File: config.mk
export PLATFORM = sky130hd
export DESIGN_NAME = etcc_timer
export DESIGN_NICKNAME = d
export VERILOG_FILES = /design/src/verilog/etcc_pkg.sv /design/src/verilog/etcc_timer.sv /design/src/verilog/etcc_prescaler.sv /design/src/verilog/etcc_edge_sync.sv
export SDC_FILE = /design/constraint.sdc
export NUM_CORES = 1
export LEC_CHECK = 0
export ABC_AREA = 1
export BUFFER_PORTS_ARGS = -buffer_cell sky130_fd_sc_hd__buf_2
export CAP_MARGIN = 20
export CORE_MARGIN = 1.5
export CORE_UTILIZATION = 40
export CTS_CLUSTER_DIAMETER = 120
export DETAILED_ROUTE_END_ITERATION = 10
export RECOVER_POWER = 25
export SYNTH_ARGS = -nofsm -noshare
export SYNTH_HDL_FRONTEND = slang
export SYNTH_SLANG_ARGS = --single-unit
export TNS_END_PERCENT = 1
File: constraint.sdc
create_clock -name clk_in -period 5.1 [get_ports clk_in]
set_input_delay 1.02 -clock clk_in [delete_from_list [all_inputs] [get_ports clk_in]]
set_output_delay 1.02 -clock clk_in [all_outputs]
set_load 0.02 [all_outputs]
File: src/verilog/etcc_pkg.sv
package etcc_pkg;
    localparam logic [5:0] OFS_TIMER_CTRL = 6'h00;
    localparam logic [5:0] OFS_PRESCALE = 6'h04;
    localparam logic [5:0] OFS_CAPMODE = 6'h08;
    localparam logic [5:0] OFS_OUTPUT_CTRL = 6'h0c;
    localparam logic [5:0] OFS_ONESHOT = 6'h10;
    localparam logic [5:0] OFS_EDGE_MODE = 6'h14;
    localparam logic [5:0] OFS_COMPARE_A = 6'h18;
    localparam logic [5:0] OFS_COMPARE_B = 6'h1c;
    localparam logic [5:0] OFS_CAPTURE = 6'h20;
    localparam logic [5:0] OFS_COUNTER = 6'h24;
    localparam logic [5:0] OFS_STATUS = 6'h28;
    localparam logic [3:0] PRESCALE_RESET = 4'h1;
    localparam logic [3:0] PRESCALE_MIN = 4'h1;
    localparam logic [3:0] PRESCALE_MAX = 4'h9;
    localparam logic [3:0] PRESCALE_EXT = 4'hf;
    localparam logic [9:0] PRESCALE_BASE = 10'h004;
    localparam logic [1:0] EDGE_FALL = 2'h0;
    localparam logic [1:0] EDGE_RISE = 2'h1;
    localparam logic [1:0] EDGE_BOTH = 2'h2;
    localparam logic [15:0] COUNT_ZERO = 16'h0000;
    localparam logic [15:0] COUNT_FULL = 16'hffff;
    localparam logic [15:0] COUNT_STEP = 16'h0001;

    typedef enum logic [1:0] {
        ETCC_TOGGLE = 2'b00,
        ETCC_PWM = 2'b01,
        ETCC_PPG = 2'b10,
        ETCC_ONESHOT = 2'b11
    } etcc_mode_t;

    typedef struct packed {
        logic out_enable;
        logic level_select;
        logic oneshot_select;
    } etcc_chan_t;

    typedef struct packed {
        logic count_run_bit;
        logic clear_on_match_b;
        logic out_mode_high;
        logic out_mode_low;
        logic [3:0] prescale;
        logic [1:0] edge_mode;
    } etcc_cfg_t;
endpackage : etcc_pkg

File: src/verilog/etcc_timer.sv
`timescale 1ns/1ps
module etcc_timer (
    input wire logic clk_in,
    input wire logic rst_n_in,
    input wire logic [5:0] address_in,
    input wire logic read_in,
    input wire logic write_in,
    input wire logic [31:0] writedata_in,
    output logic [31:0] readdata_out,
    output logic waitrequest_out,
    input wire logic event_capture_input_in,
    output logic timer_out_a_out,
    output logic timer_out_b_out,
    output logic match_a_irq_out,
    output logic match_b_irq_out,
    output logic edge_irq_out
);
    etcc_pkg::etcc_cfg_t cfg;
    etcc_pkg::etcc_chan_t chan [2];
    etcc_pkg::etcc_mode_t mode [2];
    logic [15:0] compare_a;
    logic [15:0] compare_b;
    logic [15:0] capture_value;
    logic [15:0] main_up_counter;
    logic [15:0] next_count;
    logic [3:0] status;
    logic [1:0] trigger;
    logic [1:0] hit;
    logic [1:0] active;
    logic [1:0] next_pin;
    logic start_pending;
    logic overflow_pulse;
    logic clear_pulse;
    logic pre_tick;
    logic edge_pulse;
    logic count_tick;
    logic counting;
    logic clr_hit;
    logic bus_req;
    logic wr_acc;
    logic [31:0] next_readdata;

    etcc_prescaler u_prescaler (
        .clk_in(clk_in),
        .rst_n_in(rst_n_in),
        .select_in(cfg.prescale),
        .tick_out(pre_tick)
    );

    etcc_edge_sync u_edge (
        .clk_in(clk_in),
        .rst_n_in(rst_n_in),
        .pin_in(event_capture_input_in),
        .edge_mode_in(cfg.edge_mode),
        .edge_out(edge_pulse)
    );

    // bus side: one wait cycle, then the accepting edge
    assign bus_req = read_in || write_in;
    assign wr_acc = write_in && !waitrequest_out;

    always_ff @(posedge clk_in or negedge rst_n_in) begin
        if (!rst_n_in) begin
            waitrequest_out <= 1'b1;
        end else begin
            waitrequest_out <= !(bus_req && waitrequest_out);
        end
    end

    always_comb begin
        next_readdata = '0;
        case (address_in)
            etcc_pkg::OFS_TIMER_CTRL: next_readdata[0] = cfg.count_run_bit;
            etcc_pkg::OFS_PRESCALE: next_readdata[3:0] = cfg.prescale;
            etcc_pkg::OFS_CAPMODE: begin
                next_readdata[0] = cfg.out_mode_low;
                next_readdata[1] = cfg.out_mode_high;
                next_readdata[2] = cfg.clear_on_match_b;
            end
            etcc_pkg::OFS_OUTPUT_CTRL: begin
                next_readdata[0] = chan[0].out_enable;
                next_readdata[1] = chan[0].level_select;
                next_readdata[2] = chan[1].out_enable;
                next_readdata[3] = chan[1].level_select;
            end
            etcc_pkg::OFS_ONESHOT: begin
                next_readdata[0] = chan[0].oneshot_select;
                next_readdata[1] = chan[1].oneshot_select;
            end
            etcc_pkg::OFS_EDGE_MODE: next_readdata[1:0] = cfg.edge_mode;
            etcc_pkg::OFS_COMPARE_A: next_readdata[15:0] = compare_a;
            etcc_pkg::OFS_COMPARE_B: next_readdata[15:0] = compare_b;
            etcc_pkg::OFS_CAPTURE: next_readdata[15:0] = capture_value;
            etcc_pkg::OFS_COUNTER: next_readdata[15:0] = main_up_counter;
            etcc_pkg::OFS_STATUS: next_readdata[3:0] = status;
            default: next_readdata = '0;
        endcase
    end

    // data sampled in the wait cycle, held through the accepting edge
    always_ff @(posedge clk_in or negedge rst_n_in) begin
        if (!rst_n_in) begin
            readdata_out <= '0;
        end else if (read_in && waitrequest_out) begin
            readdata_out <= next_readdata;
        end
    end

    always_ff @(posedge clk_in or negedge rst_n_in) begin
        if (!rst_n_in) begin
            cfg <= '{prescale: etcc_pkg::PRESCALE_RESET, default: '0};
            chan[0] <= '0;
            chan[1] <= '0;
            compare_a <= '0;
            compare_b <= '0;
        end else if (wr_acc) begin
            case (address_in)
                etcc_pkg::OFS_TIMER_CTRL: cfg.count_run_bit <= writedata_in[0];
                etcc_pkg::OFS_PRESCALE: cfg.prescale <= writedata_in[3:0];
                etcc_pkg::OFS_CAPMODE: begin
                    cfg.out_mode_low <= writedata_in[0];
                    cfg.out_mode_high <= writedata_in[1];
                    cfg.clear_on_match_b <= writedata_in[2];
                end
                etcc_pkg::OFS_OUTPUT_CTRL: begin
                    chan[0].out_enable <= writedata_in[0];
                    chan[0].level_select <= writedata_in[1];
                    chan[1].out_enable <= writedata_in[2];
                    chan[1].level_select <= writedata_in[3];
                end
                etcc_pkg::OFS_ONESHOT: begin
                    chan[0].oneshot_select <= writedata_in[0];
                    chan[1].oneshot_select <= writedata_in[1];
                end
                etcc_pkg::OFS_EDGE_MODE: cfg.edge_mode <= writedata_in[1:0];
                etcc_pkg::OFS_COMPARE_A: compare_a <= writedata_in[15:0];
                etcc_pkg::OFS_COMPARE_B: compare_b <= writedata_in[15:0];
                default: cfg <= cfg;
            endcase
        end
    end

    // one-shot start bits are write-only strobes
    always_ff @(posedge clk_in or negedge rst_n_in) begin
        if (!rst_n_in) begin
            trigger <= '0;
        end else if (wr_acc && address_in == etcc_pkg::OFS_ONESHOT) begin
            trigger <= writedata_in[3:2];
        end else begin
            trigger <= '0;
        end
    end

    // the external edge is the count clock with no other setting
    assign count_tick = (cfg.prescale == etcc_pkg::PRESCALE_EXT) ? edge_pulse : pre_tick;
    assign counting = cfg.count_run_bit && count_tick && !start_pending;
    assign clr_hit = cfg.clear_on_match_b && main_up_counter == compare_b;

    always_comb begin
        if (start_pending || clr_hit) begin
            next_count = etcc_pkg::COUNT_ZERO;
        end else begin
            next_count = main_up_counter + etcc_pkg::COUNT_STEP;
        end
    end

    // a restart waits for the first count clock, which loads zero
    always_ff @(posedge clk_in or negedge rst_n_in) begin
        if (!rst_n_in) begin
            start_pending <= 1'b0;
        end else if (wr_acc && address_in == etcc_pkg::OFS_TIMER_CTRL &&
                     writedata_in[0] && !cfg.count_run_bit) begin
            start_pending <= 1'b1;
        end else if (!cfg.count_run_bit || count_tick) begin
            start_pending <= 1'b0;
        end
    end

    always_ff @(posedge clk_in or negedge rst_n_in) begin
        if (!rst_n_in) begin
            main_up_counter <= etcc_pkg::COUNT_ZERO;
        end else if (!cfg.count_run_bit) begin
            main_up_counter <= etcc_pkg::COUNT_ZERO;
        end else if (count_tick) begin
            main_up_counter <= next_count;
        end
    end

    // event pulses toward the output logic and the interrupt lines
    always_ff @(posedge clk_in or negedge rst_n_in) begin
        if (!rst_n_in) begin
            hit <= '0;
            overflow_pulse <= 1'b0;
            clear_pulse <= 1'b0;
        end else begin
            hit[0] <= counting && next_count == compare_a;
            hit[1] <= counting && next_count == compare_b;
            overflow_pulse <= counting && !clr_hit &&
                main_up_counter == etcc_pkg::COUNT_FULL;
            clear_pulse <= counting && clr_hit;
        end
    end

    assign match_a_irq_out = hit[0];
    assign match_b_irq_out = hit[1];

    always_ff @(posedge clk_in or negedge rst_n_in) begin
        if (!rst_n_in) begin
            edge_irq_out <= 1'b0;
            capture_value <= etcc_pkg::COUNT_ZERO;
        end else begin
            edge_irq_out <= edge_pulse;
            if (edge_pulse && cfg.count_run_bit) begin
                capture_value <= main_up_counter;
            end
        end
    end

    // sticky flags, write one to clear; a new event beats the clear
    always_ff @(posedge clk_in or negedge rst_n_in) begin
        if (!rst_n_in) begin
            status <= '0;
        end else begin
            status <= (status & ~((wr_acc && address_in == etcc_pkg::OFS_STATUS) ?
                writedata_in[3:0] : 4'h0)) | {overflow_pulse, edge_pulse, hit};
        end
    end

    function automatic etcc_pkg::etcc_mode_t decode_mode(
        input logic is_b,
        input logic oneshot,
        input logic [1:0] md,
        input logic clr
    );
        if (oneshot) begin
            return etcc_pkg::ETCC_ONESHOT;
        end
        if (!is_b && md == 2'b11 && clr) begin
            return etcc_pkg::ETCC_PPG;
        end
        if (!is_b && (md == 2'b01 || md == 2'b10) && !clr) begin
            return etcc_pkg::ETCC_PWM;
        end
        if (is_b && md == 2'b10 && !clr) begin
            return etcc_pkg::ETCC_PWM;
        end
        // unlisted combinations fall back to toggle
        return etcc_pkg::ETCC_TOGGLE;
    endfunction : decode_mode

    assign mode[0] = decode_mode(1'b0, chan[0].oneshot_select,
        {cfg.out_mode_high, cfg.out_mode_low}, cfg.clear_on_match_b);
    assign mode[1] = decode_mode(1'b1, chan[1].oneshot_select,
        {cfg.out_mode_high, cfg.out_mode_low}, cfg.clear_on_match_b);

    // per channel active state; pwm idles active when stopped
    always_ff @(posedge clk_in or negedge rst_n_in) begin
        if (!rst_n_in) begin
            active <= '0;
        end else begin
            for (int ch = 0; ch < 2; ch++) begin
                case (mode[ch])
                    etcc_pkg::ETCC_TOGGLE: begin
                        if (!cfg.count_run_bit) begin
                            active[ch] <= 1'b0;
                        end else if (hit[ch]) begin
                            active[ch] <= !active[ch];
                        end
                    end
                    etcc_pkg::ETCC_PWM: begin
                        if (!cfg.count_run_bit || overflow_pulse) begin
                            active[ch] <= 1'b1;
                        end else if (hit[ch]) begin
                            active[ch] <= 1'b0;
                        end
                    end
                    etcc_pkg::ETCC_PPG: begin
                        if (!cfg.count_run_bit || clear_pulse) begin
                            active[ch] <= 1'b1;
                        end else if (hit[ch]) begin
                            active[ch] <= 1'b0;
                        end
                    end
                    etcc_pkg::ETCC_ONESHOT: begin
                        if (trigger[ch]) begin
                            active[ch] <= 1'b1;
                        end else if (hit[ch] || !cfg.count_run_bit) begin
                            active[ch] <= 1'b0;
                        end
                    end
                    default: active[ch] <= 1'b0;
                endcase
            end
        end
    end

    always_comb begin
        for (int ch = 0; ch < 2; ch++) begin
            if (!chan[ch].out_enable) begin
                next_pin[ch] = !chan[ch].level_select;
            end else if (mode[ch] == etcc_pkg::ETCC_PWM || mode[ch] == etcc_pkg::ETCC_PPG) begin
                next_pin[ch] = active[ch] ^ chan[ch].level_select;
            end else begin
                next_pin[ch] = !active[ch] ^ chan[ch].level_select;
            end
        end
    end

    // pins idle high out of reset, matching a disabled output
    always_ff @(posedge clk_in or negedge rst_n_in) begin
        if (!rst_n_in) begin
            timer_out_a_out <= 1'b1;
            timer_out_b_out <= 1'b1;
        end else begin
            timer_out_a_out <= next_pin[0];
            timer_out_b_out <= next_pin[1];
        end
    end
endmodule : etcc_timer

File: src/verilog/etcc_prescaler.sv
`timescale 1ns/1ps
module etcc_prescaler (
    input wire logic clk_in,
    input wire logic rst_n_in,
    input wire logic [3:0] select_in,
    output logic tick_out
);
    logic [9:0] div_count;
    logic [9:0] div_last;
    logic sel_ok;

    assign sel_ok = (select_in >= etcc_pkg::PRESCALE_MIN) &&
        (select_in <= etcc_pkg::PRESCALE_MAX);
    // divide by four, doubling with each select step
    assign div_last = 10'((etcc_pkg::PRESCALE_BASE <<
        (select_in - etcc_pkg::PRESCALE_MIN)) - 10'h001);

    // free running, so a restart lands on the next natural tick
    always_ff @(posedge clk_in or negedge rst_n_in) begin
        if (!rst_n_in) begin
            div_count <= '0;
            tick_out <= 1'b0;
        end else if (!sel_ok || div_count >= div_last) begin
            div_count <= '0;
            tick_out <= sel_ok;
        end else begin
            div_count <= div_count + 10'h001;
            tick_out <= 1'b0;
        end
    end
endmodule : etcc_prescaler

File: src/verilog/etcc_edge_sync.sv
`timescale 1ns/1ps
module etcc_edge_sync (
    input wire logic clk_in,
    input wire logic rst_n_in,
    input wire logic pin_in,
    input wire logic [1:0] edge_mode_in,
    output logic edge_out
);
    logic sync_first;
    logic sync_second;
    logic sync_prev;
    logic rise;
    logic fall;

    assign rise = sync_second && !sync_prev;
    assign fall = !sync_second && sync_prev;

    // two stages against metastability, a third for the edge compare
    always_ff @(posedge clk_in or negedge rst_n_in) begin
        if (!rst_n_in) begin
            sync_first <= 1'b0;
            sync_second <= 1'b0;
            sync_prev <= 1'b0;
        end else begin
            sync_first <= pin_in;
            sync_second <= sync_first;
            sync_prev <= sync_second;
        end
    end

    // three-clock phases give one pulse per edge at fclk/6
    always_ff @(posedge clk_in or negedge rst_n_in) begin
        if (!rst_n_in) begin
            edge_out <= 1'b0;
        end else begin
            case (edge_mode_in)
                etcc_pkg::EDGE_RISE: edge_out <= rise;
                etcc_pkg::EDGE_FALL: edge_out <= fall;
                etcc_pkg::EDGE_BOTH: edge_out <= rise || fall;
                default: edge_out <= 1'b0;
            endcase
        end
    end
endmodule : etcc_edge_sync

==> results.toml <==
[final_layout]
utilization = 0.462
fin_nets = 1106
antenna_cells = 0
syn2layout_area_growth_pct = 12.6
layout-drive-gt1-share = 0.0985
final_cells = 1285

[synthesis]
synth_common_cells = "nand2_1, inv_1, dfrtp_1, o21ai_0, nor2_1"
muxShareOfSynthArea = 0
synth_warnings = 0
synth_top_family_by_area = "simple AND/OR/NAND/NOR gates"
synth_area_leaders = "dfrtp_1, nand2_1, inv_1"
synthXorXnorAreaFrac = 0.0213
syn-cell-area_um2 = 7410
yosys.cell_types.count = 47
synth-main-ff-cell = "dfrtp_1"
synth-compound-area-share = 0.127
syn_avg_cell_area_um2 = 7.42
ys_seq_elements = 128
synth-simple-area-share = 0.288
seq_area_frac_synth = 0.433
synth_top_area_share = 0.419
synth_edf_count = 0
synth_top_area_cell = "dfrtp_1"
synth.most_common_cell = "nand2_1"
async_reset_ff_frac = 1.00
synth_fa_ha_area_frac = 0.0321
synthCells = 999

[global_route]
grt_max_degree = 54
grt_remaining_overflow = 0
grt_use_total = 0.229
grt_pass1_vias = 6383
grt_pass1_wl_um = 34500
antenna_found_initial = 0

[clock_network]
cts_buffer_depth = 2
h-tree-depth = 4
clock-sinks = 128
clk_pin_slew_worst_paths_ns = 0.06
cts-root-buf = "clkbuf_16"
cts_buffers = 17
clk_latency_ns = 0.43
postCtsSetupRepairBufs = 0
cts_tree = "done"
cts_resized = 0
postCtsHoldBufs = 0

[outcome]
violations = "design-rule violations, max-capacitance violations, max-slew violations"
status = "finished, violations left"

[placed_design]
portBuffers = 48
hpwl_um = 15900
gp_congestion = 0.956
dp_cells = 1254

[route]
first_iter_violations = 534
wl_per_cell_um = 16.5
via_per_inst = 5.16
firstDrtPassIters = 8
drc_errors = 7
vias = 6632
ant_nets = 0
drt_wl_total_um = 21200

[timing]
period_share = 0.567
skew_ns = 0.0104
hold_viol_final = 0
finalCriticalPeriod_ns = 2.89
worstMarginPinSlew_ns = 2.15
finalSetupViolCount = 0
max_freq_mhz = 346
drv_slew = 41
rsz0062_at_grt = "false"
finalSetupTns_ns = 0
relSlewSlack = -0.432

[min_path]
hp-class = "flip-flop to flip-flop"
hold_start = "u_edge.sync_first"
whs_path_depth = 0

[critical_path]
worstSetupPathType = "input port to async pin"
cp_slowest_cell = "clkbuf_1"
worstPathMaxFanout = 53
cp-startpoint = "rst_n_in"
worstRegToRegCells = 14
critPathLaunchType = "input port"
worstPathArrival_ns = 3.37
critPathMaxStageDelay_ns = 1.51
path_delay_family = "buffers and inverters"
r2r-start = "cfg[2]"
cp-end-kind = "async pin"
path_depth = 2
worst-endpoint-required_ns = 5.59
cp_num_buf_inv = 2
worstPathCellList = "clkbuf_1 -> buf_4"

[power_and_ir_drop]
sw_frac_of_total = 0.285
p_comb_frac = 0.117
clock_power_share = 0.449
power.internal_mw = 1.85
powerDensity_nw_per_um2 = 311
ir_worst_vdd_mv = 0.226
leakagePower_nw = 4.09
seq_power_share = 0.434
p_sw_mw = 0.740

[floorplan]
io_pins = 81
start_util = 0.410
dieArea_um2 = 19400
die_h_um = 139
die_x_um = 139
std_cell_rows = 49
core_um2 = 18100

[run]
cap_viol_max_count = 1
==> path summary, 6_finish.rpt <==
kind | slack (ns) | endpoint
worst min register to register | 0.35 | u_edge.sync_second
max in group clk_in | 2.23 | u_prescaler.div_count[3]
worst max register to register | 2.23 | u_prescaler.div_count[3]
worst max-delay path | 2.21 | main_up_counter[4]
worst min-delay path | 0.35 | u_edge.sync_second
min in group asynchronous | 1.22 | u_prescaler.div_count[5]
==> metal layers <==
layer / track usage / share of wire
met1: 0.340 / 0.49
met2: 0.333 / 0.43
met3: 0.0497 / 0.062
met4: 0.0677 / 0.017
met5: 0 / 0
==> sequential cells by signal, summed over array words and instances, names as in the netlist, 2 cells and up <==
| register | flops |
|---|---|
| capture_value | 16 |
| compare_a | 16 |
| compare_b | 16 |
| main_up_counter | 16 |
| readdata_out | 16 |
| cfg | 10 |
| u_prescaler.div_count | 10 |
| chan | 6 |
| status | 4 |
| active | 2 |
| hit | 2 |
| trigger | 2 |
==> logic make-up after synthesis <==
family	Yosys count
flops	128
buf+inv	172
simple gates	500
other cells	1
compound gates	161
fa+ha+maj	19
xor+xnor	18
==> cells in the final DEF, fill, tap and decap left out, drive strengths merged, types with 17 or more instances in the layout <==
master and instances:
o21ai 88, nor2 77, clkbuf 20, o2111ai 17, buf 50, o22ai 24, nand4 31, inv 133
nand3 52, ha 19, a21oi 18, nand2 321, dfrtp 124
==> layout make-up <==
| class | count | area [µm²] |
|---|---|---|
| well taps | 229 | 287 |
| repair buffers | 51 | 262 |
| fillers | 1835 | 9740 |
| clock inverters | 12 | 111 |
| inverters | 132 | 495 |
| clock buffers | 19 | 453 |
| multi-input cells | 714 | 3530 |
| flip-flops and latches | 128 | 3210 |
==> power groups by stage <==
| stage | clock network [mW] | registers (mW) | logic [mW] |
|---|---|---|---|
| 2_1_floorplan | 0 | 1.13 | 0.215 |
| 3_3_place_gp | 0 | 1.14 | 0.300 |
| 3_5_place_dp | 0 | 1.14 | 0.305 |
| 4_1_cts | 1.19 | 1.12 | 0.306 |
| 5_1_grt | 1.23 | 1.13 | 0.351 |
| 6_report | 1.17 | 1.13 | 0.303 |
==> per-stage QoR <==
stage | power (mW) | hold WS, ns | area [µm²] | worst slack (ns)
global route | 2.71 | 0.361 | 8350 | 1.69
floorplan | 1.34 | 0.331 | 7470 | 2.63
finish | 2.59 | 0.347 | 8350 | 2.21
global placement | 1.44 | 0.338 | 7790 | 1.88
CTS | 2.62 | 0.348 | 8360 | 2.20
detailed placement | 1.45 | 0.335 | 7790 | 1.83
Power figures use the tool's default switching activity.
